`src/ssrv_consts.vh`:
```
// Constants for the speed setpoint, ramp and V/f select block
`ifndef SSRV_CONSTS_VH
`define SSRV_CONSTS_VH
// Register byte offsets
`define SSRV_OFF_CTRL 8'h00
`define SSRV_OFF_SETPOINT 8'h04
`define SSRV_OFF_MIN_SPEED 8'h08
`define SSRV_OFF_MAX_SPEED 8'h0C
`define SSRV_OFF_RAMP_UP 8'h10
`define SSRV_OFF_RAMP_DOWN 8'h14
`define SSRV_OFF_QSTOP 8'h18
`define SSRV_OFF_ROUNDING 8'h1C
`define SSRV_OFF_STATOR_R 8'h20
`define SSRV_OFF_SLIP_GAIN 8'h24
`define SSRV_OFF_RAMP_TOL 8'h28
`define SSRV_OFF_STATUS 8'h2C
`define SSRV_OFF_RAMP_OUT 8'h30
`define SSRV_OFF_FREQ 8'h34
`define SSRV_OFF_FMAX 8'h38
`define SSRV_OFF_VOLT 8'h3C
`define SSRV_OFF_VF_GAIN 8'h40
// Control field positions
`define SSRV_CTRL_RUN 0
`define SSRV_CTRL_QSTOP 1
`define SSRV_CTRL_EXT 2
`define SSRV_CTRL_MODE_LO 4
`define SSRV_CTRL_MODE_HI 6
`define SSRV_CTRL_PP_LO 8
`define SSRV_CTRL_PP_HI 15
// Status field positions
`define SSRV_ST_OVERSPEED 0
`define SSRV_ST_AT_TARGET 1
`define SSRV_ST_ECO 2
`define SSRV_ST_QSTOP 3
`define SSRV_ST_ILIM 4
`define SSRV_ST_SLIP_EN 5
// Reset values
`define SSRV_RST_CTRL 16'h0200
`define SSRV_RST_MIN_SPEED 16'h0000
`define SSRV_RST_MAX_SPEED 16'h05DC
`define SSRV_RST_RAMP 16'h2710
`define SSRV_RST_QSTOP 16'h2710
`define SSRV_RST_SLIP_GAIN 16'h0000
`define SSRV_RST_RAMP_TOL 16'h000A
`define SSRV_RST_VF_GAIN 16'h0100
// Timing: clock 10 MHz, control sample 1 ms, ramp durations in ms
`define SSRV_CLK_KHZ 10000
`define SSRV_SAMPLE_MS 1
`define SSRV_SAMPLE_CYCLES (`SSRV_SAMPLE_MS * `SSRV_CLK_KHZ)
`define SSRV_ECO_DELAY_MS 5000
`define SSRV_ECO_SAMPLES (`SSRV_ECO_DELAY_MS / `SSRV_SAMPLE_MS)
// Voltage scaling
`define SSRV_REL_SHIFT 10
`define SSRV_ECO_LEVEL 16'h00E6
`define SSRV_FCC_SHIFT 10
`define SSRV_TRIM_STEP 16'h0008
`endif

```
`src/ssrv_div.v`:
```
// Sequential restoring divider, one quotient bit per clock
`timescale 1ns/1ps
`default_nettype none
module ssrv_div #(
   parameter W = 32
) (
   // Clock and reset
   input wire clk_i,
   input wire rst_i,
   // Request
   input wire start_i,
   input wire [W-1:0] dividend_i,
   input wire [W-1:0] divisor_i,
   // Answer
   output reg done_o,
   output reg [W-1:0] quot_o,
   output reg [W-1:0] rem_o
);
   reg [W-1:0] dvs_q;
   reg [6:0] cnt_q;
   reg busy_q;
   wire [W:0] trial = {rem_o, quot_o[W-1]} - {1'b0, dvs_q};

   always @(posedge clk_i)
   begin
      if (rst_i)
      begin
         busy_q <= 1'b0;
         done_o <= 1'b0;
         cnt_q <= 7'h00;
         dvs_q <= {W{1'b0}};
         quot_o <= {W{1'b0}};
         rem_o <= {W{1'b0}};
      end
      else
      begin
         done_o <= 1'b0;
         if (start_i && !busy_q)
         begin
            busy_q <= 1'b1;
            cnt_q <= W[6:0];
            dvs_q <= divisor_i;
            quot_o <= dividend_i;
            rem_o <= {W{1'b0}};
         end
         else if (busy_q)
         begin
            // Zero divisor gives all ones; the caller never asks for it
            if (!trial[W])
            begin
               rem_o <= trial[W-1:0];
               quot_o <= {quot_o[W-2:0], 1'b1};
            end
            else
            begin
               rem_o <= {rem_o[W-2:0], quot_o[W-1]};
               quot_o <= {quot_o[W-2:0], 1'b0};
            end
            cnt_q <= cnt_q - 7'h01;
            if (cnt_q == 7'h01)
            begin
               busy_q <= 1'b0;
               done_o <= 1'b1;
            end
         end
      end
   end
endmodule // ssrv_div
`default_nettype wire

```
`src/ssrv_top.v`:
```
// Speed setpoint clamp, ramp generator and V/f characteristic select
`timescale 1ns/1ps
`default_nettype none
`include "ssrv_consts.vh"
module ssrv_top #(
   parameter SAMPLE_CYCLES = `SSRV_SAMPLE_CYCLES,
   parameter ECO_SAMPLES = `SSRV_ECO_SAMPLES
) (
   // Clock and reset
   input wire clk_i,
   input wire rst_i,
   // Wishbone slave
   input wire [7:0] wb_adr_i,
   input wire [31:0] wb_dat_i,
   input wire [3:0] wb_sel_i,
   input wire wb_we_i,
   input wire wb_cyc_i,
   input wire wb_stb_i,
   output reg [31:0] wb_dat_o,
   output reg wb_ack_o,
   // Drive feedback, same clock
   input wire [15:0] actual_speed_i,
   input wire [15:0] motor_current_i,
   input wire current_limit_i,
   input wire dc_link_high_i,
   input wire dc_link_low_i,
   // Modulation stage
   output reg [15:0] speed_ref_o,
   output reg [15:0] freq_o,
   output reg [15:0] volt_o,
   output reg slip_comp_en_o,
   output reg eco_active_o,
   output reg overspeed_o
);
   localparam S_IDLE = 2'd0;
   localparam S_STEP = 2'd1;
   localparam S_REL = 2'd2;

   function [15:0] merge16;
      input [15:0] old;
      input [15:0] nw;
      input [1:0] sel;
      begin
         merge16 = {sel[1] ? nw[15:8] : old[15:8], sel[0] ? nw[7:0] : old[7:0]};
      end
   endfunction

   function [15:0] mag;
      input [15:0] v;
      begin
         mag = v[15] ? (16'h0000 - v) : v;
      end
   endfunction

   // Configuration registers
   reg [15:0] ctrl_q;
   reg [15:0] setpoint_q;
   reg [15:0] min_q;
   reg [15:0] max_q;
   reg [15:0] up_q;
   reg [15:0] down_q;
   reg [15:0] qstop_q;
   reg [15:0] rnd_init_q;
   reg [15:0] rnd_final_q;
   reg [15:0] stator_r_q;
   reg [15:0] slip_gain_q;
   reg [15:0] tol_q;
   reg [15:0] vf_gain_q;
   // Block state
   reg [1:0] state_q;
   reg [15:0] tick_cnt_q;
   reg [15:0] ramp_q;
   reg [16:0] frac_q;
   reg [16:0] dur_q;
   reg [15:0] fmax_q;
   reg [15:0] sp_prev_q;
   reg [15:0] eco_cnt_q;
   reg [15:0] trim_q;
   reg div_start_q;
   reg [31:0] div_dvd_q;
   reg [31:0] div_dvs_q;
   wire div_done;
   wire [31:0] div_quot;
   wire [31:0] div_rem;

   wire run = ctrl_q[`SSRV_CTRL_RUN];
   wire qstop = ctrl_q[`SSRV_CTRL_QSTOP];
   wire ext_ramp = ctrl_q[`SSRV_CTRL_EXT];
   wire [2:0] mode = ctrl_q[`SSRV_CTRL_MODE_HI:`SSRV_CTRL_MODE_LO];
   wire [7:0] pole_pairs = ctrl_q[`SSRV_CTRL_PP_HI:`SSRV_CTRL_PP_LO];
   wire mode_fcc = (mode == 3'd1) || (mode == 3'd6);
   wire mode_eco = (mode == 3'd4) || (mode == 3'd7);
   wire mode_precise = (mode == 3'd5) || (mode == 3'd6);

   // Target: clamp magnitude, keep requested sign, zero when stopped
   reg [15:0] sp_mag;
   reg [15:0] lim;
   reg [15:0] target;
   always @*
   begin
      sp_mag = mag(setpoint_q);
      lim = (sp_mag > max_q) ? max_q : sp_mag;
      if (lim < min_q)
         lim = min_q;
      if (run && !qstop)
         target = setpoint_q[15] ? (16'h0000 - lim) : lim;
      else
         target = 16'h0000;
   end

   // Magnitude grows when moving away from zero
   wire tgt_above = $signed(target) > $signed(ramp_q);
   wire accel = tgt_above ? !ramp_q[15] : (ramp_q[15] || ramp_q == 16'h0000);
   wire [16:0] rnd_sum = {1'b0, rnd_init_q} + {1'b0, rnd_final_q};
   reg [16:0] dur_sel;
   always @*
   begin
      if (qstop)
         dur_sel = {1'b0, qstop_q};
      else
         dur_sel = {1'b0, accel ? up_q : down_q};
      if (ext_ramp && !qstop)
         dur_sel = dur_sel + rnd_sum;
   end

   // Step this sample: quotient plus carry of the remainder
   wire [17:0] frac_sum = {1'b0, frac_q} + {1'b0, div_rem[16:0]};
   wire carry = (dur_q != 17'h00000) && (frac_sum >= {1'b0, dur_q});
   wire [16:0] step = div_quot[16:0] + {16'h0000, carry};
   wire [16:0] gap = tgt_above ? ({target[15], target} - {ramp_q[15], ramp_q})
                               : ({ramp_q[15], ramp_q} - {target[15], target});
   wire land = (gap <= step);
   wire [15:0] ramp_next = land ? target
                         : (tgt_above ? ramp_q + step[15:0] : ramp_q - step[15:0]);

   // Characteristic from relative speed, 1024 = max speed
   wire [15:0] rel = (div_quot[15:0] > 16'h0400) ? 16'h0400 : div_quot[15:0];
   wire [31:0] rel_sq = rel * rel;
   wire [31:0] rel_usr = rel * vf_gain_q;
   wire [31:0] fcc_add = motor_current_i * stator_r_q;
   reg [17:0] v_base;
   reg [17:0] v_out;
   reg [25:0] v_eco;
   always @*
   begin
      case (mode)
         3'd2, 3'd7: v_base = {2'b00, rel_sq[25:10]};
         3'd3: v_base = {2'b00, rel_usr[23:8]};
         default: v_base = {2'b00, rel};
      endcase
      v_out = v_base;
      if (mode_fcc)
         v_out = v_out + {2'b00, fcc_add[25:`SSRV_FCC_SHIFT]};
      v_eco = v_out * `SSRV_ECO_LEVEL;
      if (mode_eco && eco_active_o)
         v_out = v_eco[25:8];
      if (mode_precise)
         v_out = (v_out > {2'b00, trim_q}) ? v_out - {2'b00, trim_q} : 18'h00000;
      if (v_out > 18'h0FFFF)
         v_out = 18'h0FFFF;
   end

   // Frequency in 0.1 Hz: n * pp / 60 * 10
   wire [23:0] n_pp = mag(ramp_q) * pole_pairs;
   wire [23:0] nmax_pp = max_q * pole_pairs;
   wire [23:0] f_now = n_pp / 24'd6;
   wire [23:0] f_max = nmax_pp / 24'd6;

   // Setpoint change beyond the tolerance band
   wire [16:0] sp_delta = {setpoint_q[15], setpoint_q} - {sp_prev_q[15], sp_prev_q};
   wire [16:0] sp_dmag = sp_delta[16] ? (17'h00000 - sp_delta) : sp_delta;
   wire sp_changed = sp_dmag > {1'b0, tol_q};
   wire dc_bad = dc_link_high_i || dc_link_low_i;

   wire [7:0] adr = {wb_adr_i[7:2], 2'b00};
   wire wb_req = wb_cyc_i && wb_stb_i && !wb_ack_o;
   wire wb_wr = wb_req && wb_we_i;
   wire over = mag(actual_speed_i) > max_q;
   wire at_target = (ramp_q == target);
   wire [15:0] status = {10'h000, slip_comp_en_o, current_limit_i, qstop, eco_active_o,
                         at_target, overspeed_o};

   ssrv_div #(
      .W(32)
   ) u_div (
      .clk_i(clk_i),
      .rst_i(rst_i),
      .start_i(div_start_q),
      .dividend_i(div_dvd_q),
      .divisor_i(div_dvs_q),
      .done_o(div_done),
      .quot_o(div_quot),
      .rem_o(div_rem)
   );

   // Register writes and bus answer
   always @(posedge clk_i)
   begin
      if (rst_i)
      begin
         ctrl_q <= `SSRV_RST_CTRL;
         setpoint_q <= 16'h0000;
         min_q <= `SSRV_RST_MIN_SPEED;
         max_q <= `SSRV_RST_MAX_SPEED;
         up_q <= `SSRV_RST_RAMP;
         down_q <= `SSRV_RST_RAMP;
         qstop_q <= `SSRV_RST_QSTOP;
         rnd_init_q <= 16'h0000;
         rnd_final_q <= 16'h0000;
         stator_r_q <= 16'h0000;
         slip_gain_q <= `SSRV_RST_SLIP_GAIN;
         tol_q <= `SSRV_RST_RAMP_TOL;
         vf_gain_q <= `SSRV_RST_VF_GAIN;
         wb_ack_o <= 1'b0;
         wb_dat_o <= 32'h00000000;
         overspeed_o <= 1'b0;
      end
      else
      begin
         wb_ack_o <= wb_req;
         if (wb_wr)
         begin
            case (adr)
               `SSRV_OFF_CTRL: ctrl_q <= merge16(ctrl_q, wb_dat_i[15:0], wb_sel_i[1:0]);
               `SSRV_OFF_SETPOINT:
                  setpoint_q <= merge16(setpoint_q, wb_dat_i[15:0], wb_sel_i[1:0]);
               `SSRV_OFF_MIN_SPEED: min_q <= merge16(min_q, wb_dat_i[15:0], wb_sel_i[1:0]);
               `SSRV_OFF_MAX_SPEED: max_q <= merge16(max_q, wb_dat_i[15:0], wb_sel_i[1:0]);
               `SSRV_OFF_RAMP_UP: up_q <= merge16(up_q, wb_dat_i[15:0], wb_sel_i[1:0]);
               `SSRV_OFF_RAMP_DOWN: down_q <= merge16(down_q, wb_dat_i[15:0], wb_sel_i[1:0]);
               `SSRV_OFF_QSTOP: qstop_q <= merge16(qstop_q, wb_dat_i[15:0], wb_sel_i[1:0]);
               `SSRV_OFF_ROUNDING:
               begin
                  rnd_init_q <= merge16(rnd_init_q, wb_dat_i[15:0], wb_sel_i[1:0]);
                  rnd_final_q <= merge16(rnd_final_q, wb_dat_i[31:16], wb_sel_i[3:2]);
               end
               `SSRV_OFF_STATOR_R:
                  stator_r_q <= merge16(stator_r_q, wb_dat_i[15:0], wb_sel_i[1:0]);
               `SSRV_OFF_SLIP_GAIN:
                  slip_gain_q <= merge16(slip_gain_q, wb_dat_i[15:0], wb_sel_i[1:0]);
               `SSRV_OFF_RAMP_TOL: tol_q <= merge16(tol_q, wb_dat_i[15:0], wb_sel_i[1:0]);
               `SSRV_OFF_VF_GAIN:
                  vf_gain_q <= merge16(vf_gain_q, wb_dat_i[15:0], wb_sel_i[1:0]);
               default: ;
            endcase
         end
         // New overspeed wins over a clear in the same cycle
         if (over)
            overspeed_o <= 1'b1;
         else if (wb_wr && adr == `SSRV_OFF_STATUS && wb_sel_i[0]
                  && wb_dat_i[`SSRV_ST_OVERSPEED])
            overspeed_o <= 1'b0;
         if (wb_req && !wb_we_i)
         begin
            case (adr)
               `SSRV_OFF_CTRL: wb_dat_o <= {16'h0000, ctrl_q};
               `SSRV_OFF_SETPOINT: wb_dat_o <= {16'h0000, setpoint_q};
               `SSRV_OFF_MIN_SPEED: wb_dat_o <= {16'h0000, min_q};
               `SSRV_OFF_MAX_SPEED: wb_dat_o <= {16'h0000, max_q};
               `SSRV_OFF_RAMP_UP: wb_dat_o <= {16'h0000, up_q};
               `SSRV_OFF_RAMP_DOWN: wb_dat_o <= {16'h0000, down_q};
               `SSRV_OFF_QSTOP: wb_dat_o <= {16'h0000, qstop_q};
               `SSRV_OFF_ROUNDING: wb_dat_o <= {rnd_final_q, rnd_init_q};
               `SSRV_OFF_STATOR_R: wb_dat_o <= {16'h0000, stator_r_q};
               `SSRV_OFF_SLIP_GAIN: wb_dat_o <= {16'h0000, slip_gain_q};
               `SSRV_OFF_RAMP_TOL: wb_dat_o <= {16'h0000, tol_q};
               `SSRV_OFF_STATUS: wb_dat_o <= {16'h0000, status};
               `SSRV_OFF_RAMP_OUT: wb_dat_o <= {16'h0000, ramp_q};
               `SSRV_OFF_FREQ: wb_dat_o <= {16'h0000, freq_o};
               `SSRV_OFF_FMAX: wb_dat_o <= {16'h0000, fmax_q};
               `SSRV_OFF_VOLT: wb_dat_o <= {16'h0000, volt_o};
               `SSRV_OFF_VF_GAIN: wb_dat_o <= {16'h0000, vf_gain_q};
               default: wb_dat_o <= 32'h00000000;
            endcase
         end
      end
   end

   // Sample sequencer: step division, ramp update, relative speed division
   always @(posedge clk_i)
   begin
      if (rst_i)
      begin
         state_q <= S_IDLE;
         tick_cnt_q <= 16'h0000;
         ramp_q <= 16'h0000;
         frac_q <= 17'h00000;
         dur_q <= 17'h00000;
         div_start_q <= 1'b0;
         div_dvd_q <= 32'h00000000;
         div_dvs_q <= 32'h00000001;
         speed_ref_o <= 16'h0000;
         freq_o <= 16'h0000;
         fmax_q <= 16'h0000;
         volt_o <= 16'h0000;
         slip_comp_en_o <= 1'b0;
         eco_active_o <= 1'b0;
         eco_cnt_q <= 16'h0000;
         sp_prev_q <= 16'h0000;
         trim_q <= 16'h0000;
      end
      else
      begin
         div_start_q <= 1'b0;
         // Sample period far exceeds the two 32-clock divisions
         tick_cnt_q <= (tick_cnt_q == SAMPLE_CYCLES[15:0] - 16'h0001) ? 16'h0000
                       : tick_cnt_q + 16'h0001;
         case (state_q)
            S_IDLE:
            begin
               if (tick_cnt_q == 16'h0000)
               begin
                  // Zero duration steps by the full max speed per sample
                  div_dvd_q <= {16'h0000, max_q};
                  div_dvs_q <= (dur_sel == 17'h00000) ? 32'h00000001 : {15'h0000, dur_sel};
                  if (dur_sel != dur_q)
                     frac_q <= 17'h00000;
                  dur_q <= dur_sel;
                  div_start_q <= 1'b1;
                  state_q <= S_STEP;
               end
            end
            S_STEP:
            begin
               if (div_done)
               begin
                  ramp_q <= ramp_next;
                  speed_ref_o <= ramp_next;
                  if (land)
                     frac_q <= 17'h00000;
                  else if (carry)
                     frac_q <= frac_sum[16:0] - dur_q;
                  else
                     frac_q <= frac_sum[16:0];
                  div_dvd_q <= {6'h00, mag(ramp_next), 10'h000};
                  div_dvs_q <= (max_q == 16'h0000) ? 32'h00000001 : {16'h0000, max_q};
                  div_start_q <= 1'b1;
                  state_q <= S_REL;
               end
            end
            S_REL:
            begin
               if (div_done)
               begin
                  volt_o <= v_out[15:0];
                  freq_o <= f_now[15:0];
                  fmax_q <= f_max[15:0];
                  slip_comp_en_o <= !mode_precise && (slip_gain_q != 16'h0000);
                  // Precise modes trade voltage for held speed at current limit
                  if (mode_precise && current_limit_i)
                     trim_q <= trim_q + `SSRV_TRIM_STEP;
                  else if (trim_q > `SSRV_TRIM_STEP)
                     trim_q <= trim_q - `SSRV_TRIM_STEP;
                  else
                     trim_q <= 16'h0000;
                  sp_prev_q <= setpoint_q;
                  if (!mode_eco || sp_changed || dc_bad || !at_target)
                  begin
                     eco_cnt_q <= 16'h0000;
                     eco_active_o <= 1'b0;
                  end
                  else if (eco_cnt_q >= ECO_SAMPLES[15:0])
                     eco_active_o <= 1'b1;
                  else
                     eco_cnt_q <= eco_cnt_q + 16'h0001;
                  state_q <= S_IDLE;
               end
            end
            default: state_q <= S_IDLE;
         endcase
      end
   end
endmodule // ssrv_top
`default_nettype wire

```
`config.mk`:
```
export PLATFORM = sky130hd
export DESIGN_NAME = ssrv_top
export DESIGN_NICKNAME = d
export VERILOG_FILES = /design/src/ssrv_div.v /design/src/ssrv_top.v
export VERILOG_INCLUDE_DIRS = /design/src
export SDC_FILE = /design/constraint.sdc
export NUM_CORES = 2
export LEC_CHECK = 0
export ABC_AREA = 1
export BUFFER_PORTS_ARGS = -buffer_cell sky130_fd_sc_hd__buf_4
export CELL_PAD_IN_SITES_DETAIL_PLACEMENT = 1
export CELL_PAD_IN_SITES_GLOBAL_PLACEMENT = 2
export CORE_MARGIN = 2
export CORE_UTILIZATION = 38
export DETAILED_ROUTE_END_ITERATION = 16
export PLACE_DENSITY_LB_ADDON = 0.08
export SLEW_MARGIN = 20
export SYNTH_ARGS = -nofsm -noshare
export SYNTH_HDL_FRONTEND = slang
export SYNTH_SLANG_ARGS = --single-unit
```
`constraint.sdc`:
```
create_clock -name clk_i -period 16 [get_ports clk_i]
set_clock_uncertainty 0.05 [all_clocks]
set_input_delay 1.6 -clock clk_i [delete_from_list [all_inputs] [get_ports clk_i]]
set_output_delay 1.6 -clock clk_i [all_outputs]
set_load 0.01 [all_outputs]
```
* Word level (Yosys, flattened, before mapping)
Cells that the tools add are included.
** Cells by class
- Mux-type cells :: 63
- Reduce and logical (&&, ||, !) cells :: 80
- Eq/ne operators :: 34
- Divide/modulo/power cells :: 2
- $lt $le $gt $ge :: 12
- Add/subtract/negate cells :: 24
- Multiply operators :: 6
- Bitwise operators :: 1
** Operators with widths (number)
- case mux 32 bit (17 select lines) :: 1
- 2-to-1 mux 16 bit :: 19
- 2-to-1 mux 32 bit :: 7
- 2-to-1 mux 17 bit :: 9
- case mux 32 bit (2 select lines) :: 2
- AND reduction 3 bit :: 30
- subtractor 1 x 16 -> 16 bit (first input constant) :: 5
- 2-to-1 mux 18 bit :: 4
- multiplier 16 x 16 -> 26 bit :: 2
- subtractor 16 x 16 -> 17 bit :: 3
- divider 24 x 3 -> 24 bit (second input constant) :: 2
- equality test 6 x 4 -> 1 bit (second input constant) :: 8
- greater-than comparator 16 bit :: 3
- zero test 16 bit :: 3
- multiplier 16 x 8 -> 24 bit :: 2
- case mux 17 bit (2 select lines) :: 1
- subtractor 33 x 32 -> 33 bit :: 1
- adder 16 x 1 -> 16 bit (second input constant) :: 2
- case mux 16 bit (2 select lines) :: 1
- multiplier 18 x 7 -> 25 bit (second input constant) :: 1
- equality test 6 x 3 -> 1 bit (second input constant) :: 4
- multiplier 16 x 16 -> 24 bit :: 1
- adder 17 x 17 -> 18 bit :: 1
- adder 18 x 16 -> 18 bit :: 1
- other kinds (53) :: 109
** Word-level totals
- Word-level logic and storage cells :: 274
- Bits in registers :: 578
- Output and inout port bits :: 84

* Logic depth before layout (Yosys ltp)
- Depth after elaboration :: 19
- Gate-level depth with buffers :: 100
- Mapped depth without buffers :: 97

* By module
A second synthesis with hierarchy kept.
** Second synthesis, totals
- Cells, all modules :: 9781
- Area total of the unflattened synthesis :: 69465.4 µm²
** Modules (own cells, without submodules)
- ssrv_top :: cells an instance 8591, instances 1, seq. area each 8988.6 µm², area an instance 62200.9 µm²
- ssrv_div :: cells an instance 1190, instances 1, seq. area each 2102.0 µm², area an instance 7264.5 µm²

* Least setup slack after synthesis
Ideal clock, no wire load.
- Kind :: reg2reg
- Start :: register u_div.quot_o[12]
- End :: register volt_o[10]
- Arrival time :: 14348 ps
- Clock period less this slack :: 14515 ps
- Slack :: 1485 ps
- Cell stages (with the launch flop) :: 85
- Buffers on the path :: 3
- Data required time :: 15833 ps
- Library setup time :: 117 ps
- Cells stage by stage :: dfxtp_1 -> nor4_1 -> nand3_1 -> nand2_1 -> inv_1 -> clkbuf_1 -> nor2_1 -> inv_1 -> clkbuf_1 -> nor2_1 -> fa_1 -> fa_1 -> ha_1 -> ha_1 -> fa_1 -> fa_1 -> ha_1 -> nand2_1 -> [... 49 more ...] -> inv_1 -> nand3_1 -> nand2_1 -> xnor2_1 -> o21ai_0 -> ha_1 -> nand2_1 -> nor4_1 -> nand4_1 -> o31ai_1 -> nand4_1 -> inv_1 -> nor2_1 -> inv_1 -> clkbuf_1 -> o21ai_0 -> o221ai_1 -> inv_1
** Between the ends
- Longest elaborated chain between the ends :: 13
- Elaborated cells between the ends (all ways) :: 15
** Ends and longest elaborated chain
- from (decl) :: RTL line ssrv_div.v:16 : output reg [W-1:0] quot_o,
- from (signal assigned) :: RTL line ssrv_div.v:32 : quot_o <= {W{1'b0}};
- from (signal assigned) :: RTL line ssrv_div.v:43 : quot_o <= dividend_i;
- from (signal assigned) :: RTL line ssrv_div.v:52 : quot_o <= {quot_o[W-2:0], 1'b1};
- greater-than comparator 16 x 11 -> 1 bit :: RTL line ssrv_top.v:137 : wire [15:0] rel = (div_quot[15:0] > 16'h0400) ? 16'h0400 : div_quot[15:0];
- 2-to-1 mux 16 bit * :: RTL line ssrv_top.v:137
- multiplier 16 x 16 -> 24 bit or multiplier 16 x 16 -> 26 bit (tied branches) :: RTL line ssrv_top.v:139, ssrv_top.v:138
- case mux 16 bit (2 select lines) * :: RTL line ssrv_top.v:146 : case (mode)
- adder 18 x 16 -> 18 bit :: RTL line ssrv_top.v:153 : v_out = v_out + {2'b00, fcc_add[25:`SSRV_FCC_SHIFT]};
- 2-to-1 mux 18 bit * :: RTL line ssrv_top.v:152 : if (mode_fcc)
- multiplier 18 x 7 -> 25 bit (no line)
- 2-to-1 mux 18 bit * :: RTL line ssrv_top.v:155 : if (mode_eco && eco_active_o)
- subtractor 18 x 16 -> 18 bit or greater-than comparator 18 x 16 -> 1 bit (tied branches) :: RTL line ssrv_top.v:158 : v_out = (v_out > {2'b00, trim_q}) ? v_out - {2'b00, trim_q} : 18'h00000;
- 2-to-1 mux 18 bit :: RTL line ssrv_top.v:158
- 2-to-1 mux 18 bit * :: RTL line ssrv_top.v:157 : if (mode_precise)
- greater-than comparator 18 x 16 -> 1 bit :: RTL line ssrv_top.v:159 : if (v_out > 18'h0FFFF)
- 2-to-1 mux 16 bit * :: RTL line ssrv_top.v:159
- to (signal assigned) :: RTL line ssrv_top.v:345 : volt_o <= v_out[15:0];
- to (decl) :: RTL line ssrv_top.v:30 : output reg [15:0] volt_o,
Every way passes the cells marked *; elsewhere a longest branch is shown, timed or not.
A chain may end at the register's enable or synchronous reset.

* Worst setup path in the final report
- Start :: register u_div.quot_o[15]
- End :: register volt_o[14]
Same word-level chain as after synthesis.

==> results.txt <==
- Instance area after placement: 0.0715 sq mm
- Category of the critical setup timing path: reg -> reg
* Place WS: approximately 250 ps
- Dividing total power by cell area gives a power density of roughly 83 mW/mm^2.
- Primary flip-flop cell chosen by synthesis mapping: sky130_fd_sc_hd__dfxtp_1
- In this run, synthesis produced a sequential element count of roughly 540.
- Area overhead of the layout relative to synthesis: 11.4%
- The Yosys step of the flow raised 0 warnings.
* Global-route wire length before repair: roughly 390,000 microns
- PnR worst setup slack: 1150 ps
- At the pin with the least slew margin, the transition time is ~1300 ps.
- In the final routed layout, each cell accounts on average for between 20 and 25 microns.
- Syn avg cell area: slightly above 7 sq um
- Number of flops mapped to enable cells by yosys: 0
- Area inside the core boundary: roughly 0.17 sq mm
- Setup repair after global routing missed its margin: true
* Total of max-cap violations: 0
- Type of element capturing the critical path: flip-flop
- The number of slew-limit violations in the final report came to 0.
* Final core area utilization: between 40% and 50%
- The longest clock path from root to sink contains 3 buffers.
- Sequential share of the synthesized area: between 10% and 20%
- Library cells used by synthesis: 69
- STA classifies the critical path startpoint as a flip-flop.
- For this configuration, the core starts out at a cell density of 38.2%.
- In the global route stage, overall resource usage came out at about 28%.
- After synthesis, the cell types taking the most area are sky130_fd_sc_hd__fa_1, sky130_fd_sc_hd__dfxtp_1, sky130_fd_sc_hd__ha_1.
* Arrival time reported for the critical path endpoint: approximately 15,000 ps
- Most frequent cells in the layout: sky130_fd_sc_hd__inv_1, sky130_fd_sc_hd__nand2_1, sky130_fd_sc_hd__nor2_1
* Min Hold Slack: slightly below 400 ps
* DRC Markers: 0
- Gate count after technology mapping: 9,178
- The final layout contains about 11,000 nets.
- The count of cells in the finished layout, fillers not included, comes to 11,800.
* Post-synth top area share: approximately 22%
* Port-buffer cells: 165
- Clock transition at path regs: 60 ps
* Most area-hungry cell type in the Yosys netlist: sky130_fd_sc_hd__fa_1
- The worst path uses approximately 93% of the clock period.
- Post-route cell area: between 0.07 and 0.08 sq mm
- Using the TritonRoute via totals, the vias-per-cell ratio works out to about 5.2.
- TritonCTS Buffers: 72
- Measured along the y axis, the die boundary spans between 400 and 500 microns.
- The worst-case IR drop observed on VDD is between 0.3 and 0.4 mV.
- The floorplan step set the die width to approximately 420 microns.
- Delay of the slowest critical-path stage: approximately 530 ps
- The first routing iteration left around 3,400 violations.
- Timing would allow up to 67.3 MHz.
- Die area: about 0.18 sq mm
- Row generation in the floorplan step produced around 150 rows.
- Of all nets on the critical path, the largest fanout is 10.
* Global placer's final weighted congestion: a little over 0.9
- The root buffer cell chosen for the clock tree is sky130_fd_sc_hd__clkbuf_16.
* Largest net degree at the start of global routing: between 150 and 200
* Commonest non-fill, non-tap cell in the layout: sky130_fd_sc_hd__inv_1
- In this run the remaining antenna-violating nets after routing total 0.
- The first detailed-routing pass ran for 5 iterations.
- Number of antenna violations at the first check in global routing: 17
- Summing over every cut layer, the via total after detailed routing is between 60,000 and 70,000.
- The via count of the first global-routing pass is ~65,000.
- After layout, the minimum clock period comes to 14,850 ps.
* Worst-skew pair later-pin latency: about 690 ps
- # setup viols final: 0
- Clock tree from TritonCTS: done
* Half-perimeter wire length after placement: just over 200,000 microns
* Wire length reported by the detailed router: 253,000 microns
- The flow ran to the end, and the final reports show no timing, DRC or antenna violations.
- Including well taps, the total number of placed cells is 11,700.
- Synth async-reset ratio: 0%
- Summed over all cells, the static leakage comes to ~38 nW.
- The number of hold-slack violations in the final timing report is 0.
* Mapped Area: approximately 0.067 sq mm
- The clock net in this run drives a total of about 540 sinks.
* Cell with the largest stage delay on the worst path: sky130_fd_sc_hd__fa_1
- The H-tree generated during clock tree synthesis spans 3 levels.
- The post-route netlist has under 10% of its cells at a drive strength greater than 1.
* Worst slew slack as a fraction of its limit: between 10 and 15%
- Class of the tightest hold or removal check: reg -> reg
* Required time at the worst-slack endpoint: about 17,000 ps
- Number of top-level design ports: roughly 170
* Total grt overflow: 0
* Cell mode on critical path: sky130_fd_sc_hd__inv_1
## logic make-up after synthesis
| logic type | synth area share, % |
|---|---|
| compound gates | 15.0 |
| xor+xnor | 3.76 |
| fa+ha+maj | 33.6 |
| buf+inv | 13.0 |
| flops | 16.2 |
| mux | 0.0301 |
| other cells | 0.0113 |
| simple gates | 18.4 |
## sequential cells by signal, indices dropped and copies added (netlist names), 17 cells and up
register	cells
u_div.rem_o	32
u_div.dvs_q	17
dur_q	17
wb_dat_o	32
div_dvd_q	26
frac_q	17
u_div.quot_o	32
div_dvs_q	17
## per-stage QoR
step,total power [mW],setup TNS (ps)
after global placement,4.33,0
after floorplan,3.60,0
after CTS,6.11,0
final,6.17,0
after detailed placement,4.40,0
after global routing,6.72,-1180
## layout make-up
cell class / count / area, sq um
Antenna cell: 7 / 17.5
Clock buffer: 93 / 2010
Clock inverter: 34 / 387
Fill cell: 21900 / 99900
Inverter: 1948 / 7330
Multi-Input combinational cell: 6510 / 47900
Sequential cell: 539 / 10800
Tap cell: 2325 / 2910
Timing Repair Buffer: 366 / 2790
## worst max-delay path: cells and delay by family, from the launching register on
family	cells	cell delay (ps)
AO/OA/AOI/OAI	22	3860
XOR/XNOR	1	140
adder cells (fa/ha/maj)	14	5590
buffers and inverters	25	2090
flip-flops	1	380
AND/OR/NAND/NOR	23	2620
## power by group
part           leakage [nW]  internal [mW]  switching (mW)
Combinational          32.8           1.10            1.95
Sequential             4.36           1.39          0.0450
Clock                  1.18          0.963           0.723
## metal layers
metal,global-route usage [%],vias to the layer above,wire (microns)
met5,0,-,11
met1,36.1,30900,109000
met3,2.04,368,8740
met2,49.3,1108,123000
li1,-,29300,-
met4,12.4,2,12700
## what timing repair did
action	4_1_cts	5_1_grt
gates resized for setup	0	70
endpoints found under the setup margin	0	36
buffers inserted	0	5
hold buffers	0	0
hold endpoints to repair	0	0
## final timing paths
| check | startpoint | to | slack (ps) | cells past startpoint |
|---|---|---|---|---|
| hold reg to reg | eco_cnt_q[15] | eco_cnt_q[15] | 400 | 2 |
| setup / recovery | u_div.quot_o[15] | volt_o[14] | 1150 | 85 |
| setup reg to reg | u_div.quot_o[15] | volt_o[14] | 1150 | 85 |
| hold / removal | eco_cnt_q[15] | eco_cnt_q[15] | 400 | 2 |
## synth_stat cells, types with 7 or more instances
cell,instances
sky130_fd_sc_hd__fa_1,735
sky130_fd_sc_hd__clkinv_1,30
sky130_fd_sc_hd__nand3b_1,7
sky130_fd_sc_hd__nand4_1,66
sky130_fd_sc_hd__a211oi_1,16
sky130_fd_sc_hd__o22ai_1,69
sky130_fd_sc_hd__o31ai_1,13
sky130_fd_sc_hd__nor3_1,115
sky130_fd_sc_hd__dfxtp_1,539
sky130_fd_sc_hd__o21ai_1,35
sky130_fd_sc_hd__o221ai_1,31
sky130_fd_sc_hd__inv_1,1903
sky130_fd_sc_hd__ha_1,611
sky130_fd_sc_hd__nand2_2,32
sky130_fd_sc_hd__nor4_1,40
sky130_fd_sc_hd__o21a_1,18
sky130_fd_sc_hd__xor2_1,202
sky130_fd_sc_hd__a21o_1,12
sky130_fd_sc_hd__nor2_1,780
sky130_fd_sc_hd__o21bai_1,53
sky130_fd_sc_hd__or2_2,30
sky130_fd_sc_hd__o2111ai_1,24
sky130_fd_sc_hd__o21ai_0,626
sky130_fd_sc_hd__nor3b_1,7
sky130_fd_sc_hd__inv_2,15
sky130_fd_sc_hd__xnor2_1,82
sky130_fd_sc_hd__o21ai_2,11
sky130_fd_sc_hd__clkbuf_1,321
sky130_fd_sc_hd__a31oi_1,15
sky130_fd_sc_hd__nand3_2,16
sky130_fd_sc_hd__o211ai_1,77
sky130_fd_sc_hd__a21oi_1,670
sky130_fd_sc_hd__nand2_1,1560
sky130_fd_sc_hd__buf_1,18
sky130_fd_sc_hd__a221oi_1,27
sky130_fd_sc_hd__a2111oi_0,7
sky130_fd_sc_hd__nand3_1,277
No activity file was read; power rests on OpenSTA's default activity.
